File: config.mk
export PLATFORM = sky130hd
export DESIGN_NAME = dtc_timer
export DESIGN_NICKNAME = d
export VERILOG_FILES = /design/src/dtc_pkg.sv /design/src/dtc_timer.sv
export SDC_FILE = /design/constraint.sdc
export NUM_CORES = 1
export LEC_CHECK = 0
export BUFFER_PORTS_ARGS = -buffer_cell sky130_fd_sc_hd__buf_2
export CORE_MARGIN = 10
export CORE_UTILIZATION = 55
export CTS_CLUSTER_DIAMETER = 60
export DETAILED_ROUTE_END_ITERATION = 16
export HOLD_SLACK_MARGIN = 0.08
export PLACE_DENSITY = 0.88
export SLEW_MARGIN = 10
export SYNTH_ARGS = -nofsm -noshare
export SYNTH_HDL_FRONTEND = slang
export SYNTH_SLANG_ARGS = --single-unit
export TNS_END_PERCENT = 1
File: constraint.sdc
create_clock -name clk_i -period 3.5 [get_ports clk_i]
set_input_delay 0.175 -clock clk_i [delete_from_list [all_inputs] [get_ports clk_i]]
set_output_delay 0.175 -clock clk_i [all_outputs]
set_load 0.005 [all_outputs]
File: src/dtc_pkg.sv
// Package for the dual up/down timer/counter block.
// Assumes a single 25 MHz core clock and a classic Wishbone master.
`default_nettype none

package dtc_pkg;

    // ==========================================================
    // Register indices (byte address is four times the index)
    localparam logic [13:0] IDX_RELOAD = 14'h1F72;
    localparam logic [13:0] IDX_CTRL1  = 14'h1F78;
    localparam logic [13:0] IDX_VALUE1 = 14'h1F7A;
    localparam logic [13:0] IDX_CTRL2  = 14'h1F7C;
    localparam logic [13:0] IDX_VALUE2 = 14'h1F7E;
    localparam logic [13:0] IDX_MASK   = 14'h1FBC;
    localparam logic [13:0] IDX_PEND   = 14'h1FBE;

    // ==========================================================
    // Counter constants
    localparam logic [15:0] CNT_NEAR_MAX = 16'hFFFE;
    localparam logic [15:0] CNT_ONE      = 16'h0001;
    localparam logic [15:0] CNT_ZERO     = 16'h0000;
    // Core clocks per count at prescale 0
    localparam logic [7:0]  BASE_DIV     = 8'h02;
    localparam logic [7:0]  PRE_ONE      = 8'h01;

    // ==========================================================
    // Count clock source
    typedef enum logic [1:0] {
        SRC_INT,
        SRC_EXT,
        SRC_ALT,
        SRC_ALT_RELOAD
    } dtc_src_t;

    // Control register layout, eight bits
    typedef struct packed {
        logic     run;
        logic     up;
        dtc_src_t src;
        logic     dir_ext;
        logic [2:0] psc;
    } dtc_ctrl_t;

    // Pending and mask layout
    typedef struct packed {
        logic [5:0] rsvd;
        logic       t2;
        logic       t1;
    } dtc_irq_t;

    // Two-stage synchroniser plus edge history
    typedef struct packed {
        logic s1;
        logic s2;
        logic prev;
    } dtc_sync_t;

    // One counter with its prescaler and pin samplers
    typedef struct packed {
        logic [15:0] cnt;
        logic [7:0]  pre;
        dtc_sync_t   sclk;
        dtc_sync_t   sdir;
    } dtc_tmr_t;

    // Whole state of the block
    typedef struct packed {
        dtc_tmr_t    t1;
        dtc_tmr_t    t2;
        dtc_ctrl_t   c1;
        dtc_ctrl_t   c2;
        logic [15:0] reload;
        dtc_irq_t    mask;
        dtc_irq_t    pend;
        logic        ack;
        logic [31:0] dat;
    } dtc_state_t;

endpackage

`default_nettype wire

File: src/dtc_timer.sv
// Dual 16-bit up/down timer/counter with Wishbone register slave.
// Assumes external clock and direction pins are asynchronous; they
// are synchronised here. One clock domain, synchronous reset.
//
// Functional notes
// - Two 16-bit up/down counters, internal/external clock
// - Flag on FFFE->FFFF up or 0001->0000 down
// - Interrupt only when pending bit is enabled
// - At most one count per two core clocks, except in quadrature
// - Prescaler divisor from each control register
// - Control sets run, direction, sources, prescale
// - Quadrature plus reload copies reload on overflow
// - Reload register holds value until rewritten
// - Cascade clocks counter two from counter one
// - Cascade direction from own bit or counter one
// - Mask enables each counter interrupt individually
// - Pending register shows waiting requests
// - Value registers read back present count
`default_nettype none

module dtc_timer
    import dtc_pkg::*;
(
    input  wire logic        clk_i,
    input  wire logic        rst_i,
    input  wire logic        cyc_i,
    input  wire logic        stb_i,
    input  wire logic        we_i,
    input  wire logic [15:0] adr_i,
    input  wire logic [3:0]  sel_i,
    input  wire logic [31:0] dat_i,
    output logic      [31:0] dat_o,
    output logic             ack_o,
    input  wire logic        t1_clk_i,
    input  wire logic        t1_dir_i,
    input  wire logic        t2_clk_i,
    input  wire logic        t2_dir_i,
    output logic             t1_ovf_o,
    output logic             t2_ovf_o,
    output logic             irq_o
);

    // ==========================================================
    // Helpers

    // Returns {overflow, next count}; wraps modulo 65536
    function automatic logic [16:0] step(
        input logic [15:0] c,
        input logic        up
    );
        logic        ovf;
        logic [15:0] n;
        ovf = 1'b0;
        n   = c;
        if (up) begin
            ovf = (c == CNT_NEAR_MAX);
            n   = c + CNT_ONE;
        end else begin
            ovf = (c == CNT_ONE);
            n   = c - CNT_ONE;
        end
        return {ovf, n};
    endfunction

    // Byte-lane merge of a write into a 16-bit register
    function automatic logic [15:0] merge16(
        input logic [15:0] old,
        input logic [31:0] d,
        input logic [3:0]  s
    );
        logic [15:0] r;
        r = old;
        if (s[0]) begin
            r[7:0] = d[7:0];
        end
        if (s[1]) begin
            r[15:8] = d[15:8];
        end
        return r;
    endfunction

    // Prescaler limit: BASE_DIV core clocks times 2**psc, minus one
    function automatic logic [7:0] pre_lim(input logic [2:0] p);
        return (BASE_DIV << p) - PRE_ONE;
    endfunction

    // Shift a pin into its synchroniser
    function automatic dtc_sync_t sync_in(
        input dtc_sync_t s,
        input logic      pin
    );
        dtc_sync_t r;
        r.s1   = pin;
        r.s2   = s.s1;
        r.prev = s.s2;
        return r;
    endfunction

    // ==========================================================
    // State

    dtc_state_t st;
    dtc_state_t next_st;

    // Decoded events, filled in the combinational process
    logic        hit;
    logic [13:0] idx;
    logic        tick1;
    logic        tick2;
    logic        up1;
    logic        up2;
    logic        ovf1;
    logic        ovf2;
    logic        quad_a_chg;
    logic        quad_b_chg;
    logic [16:0] s1r;
    logic [16:0] s2r;

    // ==========================================================
    // Next-state logic

    always_comb begin
        next_st    = st;
        hit        = cyc_i & stb_i & ~st.ack;
        idx        = adr_i[15:2];
        tick1      = 1'b0;
        tick2      = 1'b0;
        up1        = st.c1.up;
        up2        = st.c2.up;
        ovf1       = 1'b0;
        ovf2       = 1'b0;
        quad_a_chg = 1'b0;
        quad_b_chg = 1'b0;
        s1r        = '0;
        s2r        = '0;

        // Pins pass two flip-flops before any use
        next_st.t1.sclk = sync_in(st.t1.sclk, t1_clk_i);
        next_st.t1.sdir = sync_in(st.t1.sdir, t1_dir_i);
        next_st.t2.sclk = sync_in(st.t2.sclk, t2_clk_i);
        next_st.t2.sdir = sync_in(st.t2.sdir, t2_dir_i);

        // ------------------------------------------------------
        // Prescalers; a stopped counter holds its divider at zero
        if (st.c1.run && st.t1.pre != pre_lim(st.c1.psc)) begin
            next_st.t1.pre = st.t1.pre + PRE_ONE;
        end else begin
            next_st.t1.pre = '0;
        end
        if (st.c2.run && st.t2.pre != pre_lim(st.c2.psc)) begin
            next_st.t2.pre = st.t2.pre + PRE_ONE;
        end else begin
            next_st.t2.pre = '0;
        end

        // ------------------------------------------------------
        // Counter one clock and direction
        if (st.c1.dir_ext) begin
            up1 = st.t1.sdir.s2;
        end
        quad_a_chg = st.t1.sclk.s2 ^ st.t1.sclk.prev;
        quad_b_chg = st.t1.sdir.s2 ^ st.t1.sdir.prev;
        case (st.c1.src)
            SRC_INT: begin
                // Divider of at least two keeps the rate bounded
                tick1 = st.t1.pre == pre_lim(st.c1.psc);
            end
            SRC_EXT: begin
                tick1 = st.t1.sclk.s2 & ~st.t1.sclk.prev;
            end
            SRC_ALT, SRC_ALT_RELOAD: begin
                // Quadrature: count each edge of either input
                tick1 = quad_a_chg | quad_b_chg;
                up1   = ~(st.t1.sclk.prev ^ st.t1.sdir.s2);
            end
            default: begin
                tick1 = 1'b0;
            end
        endcase
        tick1 = tick1 & st.c1.run;

        s1r  = step(st.t1.cnt, up1);
        ovf1 = tick1 & s1r[16];
        if (tick1) begin
            if (ovf1 && st.c1.src == SRC_ALT_RELOAD) begin
                next_st.t1.cnt = st.reload;
            end else begin
                next_st.t1.cnt = s1r[15:0];
            end
        end

        // ------------------------------------------------------
        // Counter two clock and direction
        if (st.c2.dir_ext) begin
            up2 = st.t2.sdir.s2;
        end
        case (st.c2.src)
            SRC_INT: begin
                tick2 = st.t2.pre == pre_lim(st.c2.psc);
            end
            SRC_EXT: begin
                tick2 = st.t2.sclk.s2 & ~st.t2.sclk.prev;
            end
            SRC_ALT, SRC_ALT_RELOAD: begin
                // Cascade: counter one overflow is the clock
                tick2 = ovf1;
                up2   = st.c2.dir_ext ? up1 : st.c2.up;
            end
            default: begin
                tick2 = 1'b0;
            end
        endcase
        tick2 = tick2 & st.c2.run;

        s2r  = step(st.t2.cnt, up2);
        ovf2 = tick2 & s2r[16];
        if (tick2) begin
            next_st.t2.cnt = s2r[15:0];
        end

        // ------------------------------------------------------
        // Register slave; one wait-free cycle to ack
        next_st.ack = hit;
        if (hit && !we_i) begin
            next_st.dat = '0;
            case (idx)
                IDX_RELOAD: next_st.dat[15:0] = st.reload;
                IDX_CTRL1:  next_st.dat[7:0]  = st.c1;
                IDX_VALUE1: next_st.dat[15:0] = st.t1.cnt;
                IDX_CTRL2:  next_st.dat[7:0]  = st.c2;
                IDX_VALUE2: next_st.dat[15:0] = st.t2.cnt;
                IDX_MASK:   next_st.dat[7:0]  = st.mask;
                IDX_PEND:   next_st.dat[7:0]  = st.pend;
                default:    next_st.dat       = '0;
            endcase
            if (idx == IDX_PEND) begin
                next_st.pend = '0;                  // Read clears
            end
        end

        if (hit && we_i) begin
            case (idx)
                IDX_RELOAD: begin
                    // Only a bus write changes it
                    next_st.reload = merge16(st.reload, dat_i,
                                             sel_i);
                end
                IDX_CTRL1: begin
                    if (sel_i[0]) begin
                        next_st.c1 = dat_i[7:0];
                    end
                end
                IDX_VALUE1: begin
                    // Bus write wins over a count in the same cycle
                    next_st.t1.cnt = merge16(st.t1.cnt, dat_i, sel_i);
                end
                IDX_CTRL2: begin
                    if (sel_i[0]) begin
                        next_st.c2 = dat_i[7:0];
                    end
                end
                IDX_VALUE2: begin
                    next_st.t2.cnt = merge16(st.t2.cnt, dat_i, sel_i);
                end
                IDX_MASK: begin
                    if (sel_i[0]) begin
                        next_st.mask.t1 = dat_i[0];
                        next_st.mask.t2 = dat_i[1];
                    end
                end
                default: begin
                    // Pending and unmapped writes are ignored
                end
            endcase
        end

        // ------------------------------------------------------
        // Events set pending after the read clear, so set wins
        if (ovf1) begin
            next_st.pend.t1 = 1'b1;
        end
        if (ovf2) begin
            next_st.pend.t2 = 1'b1;
        end
        next_st.pend.rsvd = '0;
        next_st.mask.rsvd = '0;

        if (rst_i) begin
            next_st = '0;
        end
    end

    // ==========================================================
    // State register

    always_ff @(posedge clk_i) begin
        st <= next_st;
    end

    // ==========================================================
    // Outputs

    assign ack_o    = st.ack;
    assign dat_o    = st.dat;
    assign t1_ovf_o = ovf1;
    assign t2_ovf_o = ovf2;
    // Level output while any enabled flag waits
    assign irq_o    = |(st.pend & st.mask);

endmodule

`default_nettype wire

## Word level (Yosys, flattened, before mapping)

Index checks and enable logic that the tools add are counted.

| word-level totals | value |
|---|---|
| register bits after elaboration | 118 |
| bits of input ports | 61 |
| output and inout bits | 36 |
| logic and storage cells | 140 |

| cells by class | value |
|---|---|
| $add $sub $neg | 8 |
| equal/unequal tests | 25 |
| shift-type cells | 2 |
| muxes and demuxes | 26 |
| bitwise operators | 19 |
| reductions and logical operators | 24 |

Operators with widths:

| operator | count |
|---|---|
| $mux 16 | 9 |
| $eq 14x13->1 const B | 7 |
| $pmux 8 s7 | 1 |
| $add 16x1->16 const B | 2 |
| $eq 16x1->1 const B | 2 |
| $eq 16x16->1 const B | 2 |
| $sub 16x1->16 const B | 2 |
| $pmux 8 s3 | 1 |
| $add 8x1->8 const B | 2 |
| $eq 8x8->1 | 2 |
| $mux 8 | 2 |
| $ne 8x8->1 | 2 |
| $shl 2x3->8 const A | 2 |
| $sub 8x1->8 const B | 2 |
| $reduce_and 3->1 | 5 |
| $ne 3x3->1 const B | 4 |
| $mux 1 | 9 |
| $and 1x1->1 | 8 |
| $and 2x8->8 | 1 |
| $eq 2x2->1 const B | 4 |
| $reduce_bool 2->1 | 4 |
| $reduce_or 2->1 | 4 |
| $reduce_or 8->1 | 1 |
| $not 1->1 | 6 |
| 9 further kinds | 20 |

## Logic depth before layout (Yosys ltp)

Gate-level depths: netlist of run 1.

| depth | value |
|---|---|
| depth in word-level cells | 11 |
| depth in mapped cells | 13 |
| depth with buffers taken out | 10 |

## Worst setup path after synthesis of run 1

No wires, ideal clock.

| path | value |
|---|---|
| path kind | reg2reg |
| start | register st[65] (netlist name) |
| end | register st[98] (netlist name) |
| library setup time | 0.079 ns |
| arrival time | 2.988 ns |
| required time | 3.421 ns |
| setup slack | 0.433 ns |
| cell stages (with the launch flop) | 14 |
| buffers on the path | 3 |
| clock period less this slack | 3.067 ns |
| path through | dfxtp_1 buf_2 or3b_2 ha_1 or4b_1 nand3_1 xor2_1 a2111oi_2 a211o_1 buf_6 nand4_4 buf_6 o31a_1 o211ai_1 |

| on the way | value |
|---|---|
| cells in the longest elaborated chain, start to end | 8 |

RTL lines:

| what | RTL line | RTL |
|---|---|---|
| start, declared | dtc_timer.sv:102 | `dtc_state_t st;` |
| start signal, assigned | dtc_timer.sv:297 | `st <= next_st;` |
| $shl 2x3->8 (*) | dtc_timer.sv:84 | `return (BASE_DIV << p) - PRE_ONE;` |
| $sub 8x1->8 (*) | dtc_timer.sv:84 |  |
| $eq 8x8->1 (*) | dtc_timer.sv:199 | `tick2 = st.t2.pre == pre_lim(st.c2.psc);` |
| $pmux 1 s3 (*) | dtc_timer.sv:197 | `case (st.c2.src)` |
| $and 1x1->1 (*) | dtc_timer.sv:213 | `tick2 = tick2 & st.c2.run;` |
| $mux 16 (*) | dtc_timer.sv:217 | `if (tick2) begin` |
| $mux 16 | dtc_timer.sv:242 | `case (idx)` |
| $mux 16 (*) | dtc_timer.sv:241 | `if (hit && we_i) begin` |

Mark *: on every way between the ends. The rest lies on a longest branch, timed or not.
A chain may end at the register's enable or synchronous reset.

## Final worst setup path of run 1

| path | value |
|---|---|
| start | register st[67] (netlist name) |
| end | output t2_ovf_o |

| on the way | value |
|---|---|
| cells in the longest elaborated chain, start to end | 6 |

RTL lines:

| what | RTL line | RTL |
|---|---|---|
| $shl 2x3->8 | dtc_timer.sv:84 |  |
| $sub 8x1->8 | dtc_timer.sv:84 |  |
| $eq 8x8->1 | dtc_timer.sv:199 |  |
| $pmux 1 s3 | dtc_timer.sv:197 |  |
| $and 1x1->1 | dtc_timer.sv:213 |  |
| $and 1x1->1 | dtc_timer.sv:216 | `ovf2 = tick2 & s2r[16];` |
| end, declared | dtc_timer.sv:39 | `output logic t2_ovf_o,` |

Every way passes these cells.

==> flow_metrics.env, run 1 <==
export IMPL_final_nets=990
export IMPL_avgViaCountPerCell=6.33
export IMPL_yosysUniqueCellTypes=77
export IMPL_clkPwrFrac=0.435
export IMPL_htree_levels=3
export IMPL_fin_util=0.614
export IMPL_clock_latency_ns=0.37
export IMPL_yosys_warnings=0
export IMPL_grt_pass1_wl_um=32400
export IMPL_ant_nets=0
export IMPL_synth_flop_cell="dfxtp_1"
export IMPL_clock_skew_ns=0.0112
export IMPL_place_congestion=0.954
export IMPL_whs_endpoint="st[57]$_SDFFE_PP0P_"
export IMPL_rows=41
export IMPL_die_h_um=134
export IMPL_hp_start="dat_i[8]"
export IMPL_slew_violations=0
export IMPL_setup_tns_final_ns=0
export IMPL_cts_tree="built"
export IMPL_syn_to_final_growth_pct=8.35
export IMPL_worst_pin_slew_ns=0.755
export IMPL_fin_hold_ws_ns=0.101
export IMPL_dr_pass1_iters=6
export IMPL_fp_dieArea_mm2=0.0181
export IMPL_antenna_found_initial=2
export IMPL_critical_path_slowest_cell="or4b_1"
export IMPL_die_w_um=134
export IMPL_period_share=0.963
export IMPL_p_leak_nw=3.01
export IMPL_hold_violations=0
export IMPL_endpoint_kind="output port"
export IMPL_synth_edf_count=0
export IMPL_period_needed_ns=3.37
export IMPL_dp_slack_ns=0.193
export IMPL_status="complete, no violations"
export IMPL_synth_ff_latch_count=112
export IMPL_finalSetupViolCount=0
export IMPL_p_int_mw=1.90
export IMPL_clkSinkCount=112
export IMPL_dpl_cell_count=1073
export IMPL_cts_clk_slew_worst_paths_ns=0.08
export IMPL_drive_gt1_frac=0.149
export IMPL_worst_setup_path_type="flip-flop to output port"
export IMPL_r2r_cells=11
export IMPL_io_buffers=60
export IMPL_slowest_delay_ns=0.46
export IMPL_io_pins=97
export IMPL_syn_cell_area_mm2=0.00721
export IMPL_drc=0
export IMPL_cap_violations=0
export IMPL_crit_fanout=8
export IMPL_grt_pass1_vias=6529
export IMPL_power_switching_mw=0.611
export IMPL_core_mm2=0.0127
export IMPL_stdcell_count=1096
export IMPL_pwr_share_seq=0.513
export IMPL_arrival_ns=3.19
export IMPL_combPwrFrac=0.053
export IMPL_fmaxAchievable_mhz=297
export IMPL_holdCritPathClass="input pin to flip-flop"
export IMPL_async_flop_share=0
export IMPL_grt_setup_unrepaired="false"
export IMPL_dpl_cell_area_mm2=0.00742
export IMPL_swShare=0.243
export IMPL_grt_usage=0.218
export IMPL_clockRootBuffer="clkbuf_16"
export IMPL_cp_required_ns=3.32
export IMPL_routed_wl_um=20400
export IMPL_maxSlewHeadroom=0.496
export IMPL_dr_total_vias=6935
export IMPL_first_iter_violations=1050
export IMPL_cts_max_path_buffers=2
export IMPL_timing_rr_end="st[110]$_SDFFE_PP0P_"
export IMPL_hold_depth=3
export IMPL_global_route_overflow_total=0
export IMPL_start_kind="flip-flop"
export IMPL_ir_drop_mv=0.412
export IMPL_r2r_slack_ns=0.25
export IMPL_cp_cell_sequence="or3b_4, ha_4, or4b_1, nand3_1, xor2_1, a2111oi_2, a211o_1, buf_12, nand3_2, nor2_4, buf_2"
export IMPL_grt_start_max_net_pins=48
export IMPL_place_hpwl_um=14600
export IMPL_syn_area_per_cell_um2=7.96
export IMPL_initial_core_util=0.566
export IMPL_design_area_mm2=0.00781
export IMPL_wl_per_cell_um=18.6
export IMPL_synthCells=905
export IMPL_p_total_mw=2.51
export IMPL_power_density_mw_per_mm2=322
export IMPL_cts_inserted_buffers=9
export IMPL_seq_area_frac_synth=0.311
export IMPL_timing_rr_start="st[67]$_SDFFE_PP0P_"
export IMPL_fin_ws_ns=0.131
worst max path at each step:
stage	start	end	slack (ns)
2_1_floorplan	st[65]$_SDFFE_PP0P_	st[98]$_SDFFE_PP0P_	0.43
3_3_place_gp	st[67]$_SDFFE_PP0P_	st[98]$_SDFFE_PP0P_	0.29
3_5_place_dp	st[67]$_SDFFE_PP0P_	st[110]$_SDFFE_PP0P_	0.19
4_1_cts	st[67]$_SDFFE_PP0P_	t2_ovf_o	0.04
5_1_grt	st[65]$_SDFFE_PP0P_	t2_ovf_o	0.03
6_report	st[67]$_SDFFE_PP0P_	t2_ovf_o	0.13
final cells by class:
type	count	area, µm²
inverter	27	101
clock buffer	9	225
fill	1111	4910
clock inverter	7	88.8
multi-input combinational	680	4390
timing repair buffer	87	538
sequential	112	2240
tap	172	215
antenna	2	5.00
layer usage:
| layer | track usage | wire, µm |
|---|---|---|
| met4 | 0.111 | 640 |
| met5 | 0 | 0 |
| met2 | 0.347 | 9420 |
| met1 | 0.263 | 8230 |
| met3 | 0.0597 | 2110 |
power groups by stage:
stage	logic, mW	clock network (mW)	registers [mW]
final	0.133	1.09	1.29
after global routing	0.143	1.15	1.29
after CTS	0.129	1.10	1.29
after detailed placement	0.126	0	1.32
after global placement	0.124	0	1.32
after floorplan	0.0826	0	1.32
cell usage in the layout (no fill, tap or decap), types with 16 or more instances in the layout:
cell,n
dfxtp_1,111
nor2b_1,25
nand2_1,83
inv_1,27
nor2_1,109
mux2i_1,46
a21oi_1,37
a211oi_1,20
nor3_1,22
buf_4,21
conb_1,16
o21ai_0,20
buf_2,60
and3_1,17
nand3_1,41
cell usage after synthesis, drive strengths merged (16+ instances only):
cell | instances | area share
mux2i | 47 | 0.067
nand3 | 42 | 0.030
o21ai | 21 | 0.015
inv | 27 | 0.014
nor3 | 22 | 0.015
a21oi | 38 | 0.027
nor2b | 25 | 0.022
mux2 | 16 | 0.026
a211oi | 20 | 0.021
and3 | 17 | 0.015
nand2 | 83 | 0.043
clkbuf | 50 | 0.026
buf | 51 | 0.050
dfxtp | 112 | 0.31
nor2 | 110 | 0.057
timing repair:
item,4_1_cts,5_1_grt
hold buffers,4,0
hold endpoints to repair,4,0
gates resized for setup,1,5
endpoints found under the setup margin,1,1
setup buffers,0,1
pin swaps,1,3
sequential cells by signal (all words and copies together) (netlist names):
register	cells
ack_o	1
st	95
dat_o	16
cells by family after synthesis:
family / Yosys count / share of synthesized area
fa+ha+maj: 12 / 0.0208
compound gates: 195 / 0.194
xor+xnor: 21 / 0.0255
simple gates: 373 / 0.264
flops: 112 / 0.311
other cells: 1 / 0.000520
mux: 63 / 0.0925
buf+inv: 128 / 0.0905
worst max-delay path: cells and delay by family (launching register included):
kind | cells | cell delay, ns
fa+ha+maj | 1 | 0.19
buf+inv | 2 | 0.27
compound gates | 2 | 0.65
xor+xnor | 1 | 0.08
flops | 1 | 0.35
simple gates | 5 | 1.26
(Power assumes the default switching activity.)
==> run 2, diff against run 1 <==
==> constraint.sdc (replaced) <==
create_clock -name clk_i -period 4.35 [get_ports clk_i]
set_input_delay 0.2175 -clock clk_i [delete_from_list [all_inputs] [get_ports clk_i]]
set_output_delay 0.2175 -clock clk_i [all_outputs]
set_load 0.005 [all_outputs]
==> flow_metrics.env, run 2 (same netlist as run 1, synthesis figures left out) <==
export IMPL_status="complete, no violations"
export IMPL_fmaxAchievable_mhz=244
export IMPL_use_met1=0.279
export IMPL_drive_gt1_frac=0.131
export IMPL_period_needed_ns=4.10
export IMPL_start_kind="flip-flop"
export IMPL_grt_usage=0.214
export IMPL_io_buffers=60
export IMPL_crit_path_start="st[65]$_SDFFE_PP0P_"
export IMPL_finalSetupViolCount=0
export IMPL_ant_nets=0
export IMPL_final_common_cell="dfxtp_1"
export IMPL_timing_rr_end="st[110]$_SDFFE_PP0P_"
export IMPL_cts_max_path_buffers=2
export IMPL_fillCellCount=1148
export IMPL_fin_hold_ws_ns=0.138
export IMPL_cts_tree="built"
export IMPL_grt_setup_unrepaired="false"
export IMPL_grt_pass1_wl_um=32200
export IMPL_core_mm2=0.0127
export IMPL_first_iter_violations=949
export IMPL_maxSlewHeadroom=0.322
export IMPL_clock_latency_ns=0.37
export IMPL_drc=0
export IMPL_endpoint_kind="output port"
export IMPL_use_met2=0.343
export IMPL_grt_start_max_net_pins=50
export IMPL_multi_input_area_mm2=0.00437
export IMPL_initial_core_util=0.566
export IMPL_dp_slack_ns=0.740
export IMPL_p_total_mw=1.98
export IMPL_place_hpwl_um=14300
export IMPL_timing_rr_start="st[65]$_SDFFE_PP0P_"
export IMPL_dr_pass1_iters=7
export IMPL_r2r_slack_ns=0.72
export IMPL_power_density_mw_per_mm2=260
export IMPL_htree_levels=3
export IMPL_clockRootBuffer="clkbuf_16"
export IMPL_largest_reg_flops=95
export IMPL_io_pins=97
export IMPL_global_route_overflow_total=0
export IMPL_dpl_cell_area_mm2=0.00729
export IMPL_diodes=0
export IMPL_crit_fanout=8
export IMPL_register_area_mm2=0.00224
export IMPL_regMostFlops="st"
export IMPL_final_nets=975
export IMPL_ir_drop_mv=0.232
export IMPL_antenna_found_initial=0
export IMPL_clkSinkCount=112
export IMPL_dr_total_vias=6869
export IMPL_dpl_cell_count=1059
export IMPL_cp_required_ns=4.13
export IMPL_layout_common_cells="112 x dfxtp_1, 110 x nor2_1, 83 x nand2_1"
export IMPL_fp_dieArea_mm2=0.0181
export IMPL_syn_to_final_growth_pct=5.85
export IMPL_slew_violations=0
export IMPL_setup_tns_final_ns=0
export IMPL_fin_util=0.600
export IMPL_place_congestion=0.967
export IMPL_clock_skew_ns=0.00742
export IMPL_cts_clk_slew_worst_paths_ns=0.08
export IMPL_r2r_cells=10
export IMPL_worstSetupEndpoint="t2_ovf_o"
export IMPL_worst_pin_slew_ns=1.01
export IMPL_routed_wl_um=19900
export IMPL_grt_pass1_vias=6337
export IMPL_grt_met3_usage=0.0427
export IMPL_avgViaCountPerCell=6.37
export IMPL_fin_ws_ns=0.248
export IMPL_design_area_mm2=0.00763
export IMPL_stdcell_count=1079
export IMPL_ctsResizeCount=0
export IMPL_wl_per_cell_um=18.4
export IMPL_p_leak_nw=2.91
export IMPL_hold_violations=0
export IMPL_busiest_layer="met2"
export IMPL_arrival_ns=3.88
export IMPL_cap_violations=0
export IMPL_period_share=0.943
export IMPL_die_h_um=134
export IMPL_rows=41
export IMPL_worst_setup_path_type="flip-flop to output port"
export IMPL_holdCritPathClass="input pin to flip-flop"
export IMPL_cts_inserted_buffers=9
export IMPL_die_w_um=134
==> run 2: changes by cell type in the layout (fill, tap and decap cells not counted), sizes merged <==
| cell | previous run | this run |
|---|---|---|
| bufinv | 1 | 0 |
| clkbuf | 9 | 10 |
| clkinv | 3 | 2 |
| diode | 2 | 0 |
| clkinvlp | 0 | 1 |
| buf | 83 | 68 |
==> run 2: what timing repair did <==
item | 4_1_cts | 5_1_grt
setup buffers | 0 | 0
hold buffers | 4 | 0
hold endpoints to repair | 4 | 0
==> run 2: how the worst min path moves through the flow <==
stage | start | end | slack, ns | cells past startpoint
floorplan | t1_dir_i | st[113]$_SDFF_PP0_ | 0.35 | 1
CTS | dat_i[15] | st[64]$_SDFFE_PP0P_ | 0.13 | 3
detailed placement | st[86]$_SDFF_PP0_ | st[85]$_SDFF_PP0_ | 0.42 | 1
global route | dat_i[8] | st[57]$_SDFFE_PP0P_ | 0.16 | 3
global placement | st[113]$_SDFF_PP0_ | st[112]$_SDFF_PP0_ | 0.42 | 1
finish | dat_i[15] | st[64]$_SDFFE_PP0P_ | 0.14 | 3
==> run 2: power breakdown <==
group / leakage [nW] / internal, mW / switching [mW]
Clock: 0.144 / 0.419 / 0.425
Sequential: 0.905 / 1.03 / 0.00333
Combinational: 1.86 / 0.0353 / 0.0681
Total: 2.91 / 1.49 / 0.496
==> run 2: cell type report <==
cell class | instances | area share
multi-input cells | 680 | 0.573
flip-flops and latches | 112 | 0.294
repair buffers | 72 | 0.0525
clock buffers | 10 | 0.0313
well taps | 172 | 0.0282
inverters | 27 | 0.0133
clock inverters | 6 | 0.00804
==> run 2: critical path, cell delays in order, from the launching register on <==
cell and delay, ns:
dfxtp_1 0.48, or3b_2 0.47, ha_1 0.26, or4b_1 0.49
nand3_1 0.11, xor2_1 0.08, a2111oi_2 0.42, a211o_1 0.45
nand3_2 0.29, nor2_1 0.31, buf_2 0.17
==> run 2: per-layer routing <==
| layer | wire length, µm | vias to the layer above | part of all wire |
|---|---|---|---|
| li1 | - | 3237 | - |
| met1 | 8330 | 3212 | 0.42 |
| met2 | 9130 | 373 | 0.46 |
| met3 | 1920 | 47 | 0.097 |
| met4 | 470 | 0 | 0.024 |
| met5 | 0 | - | 0 |
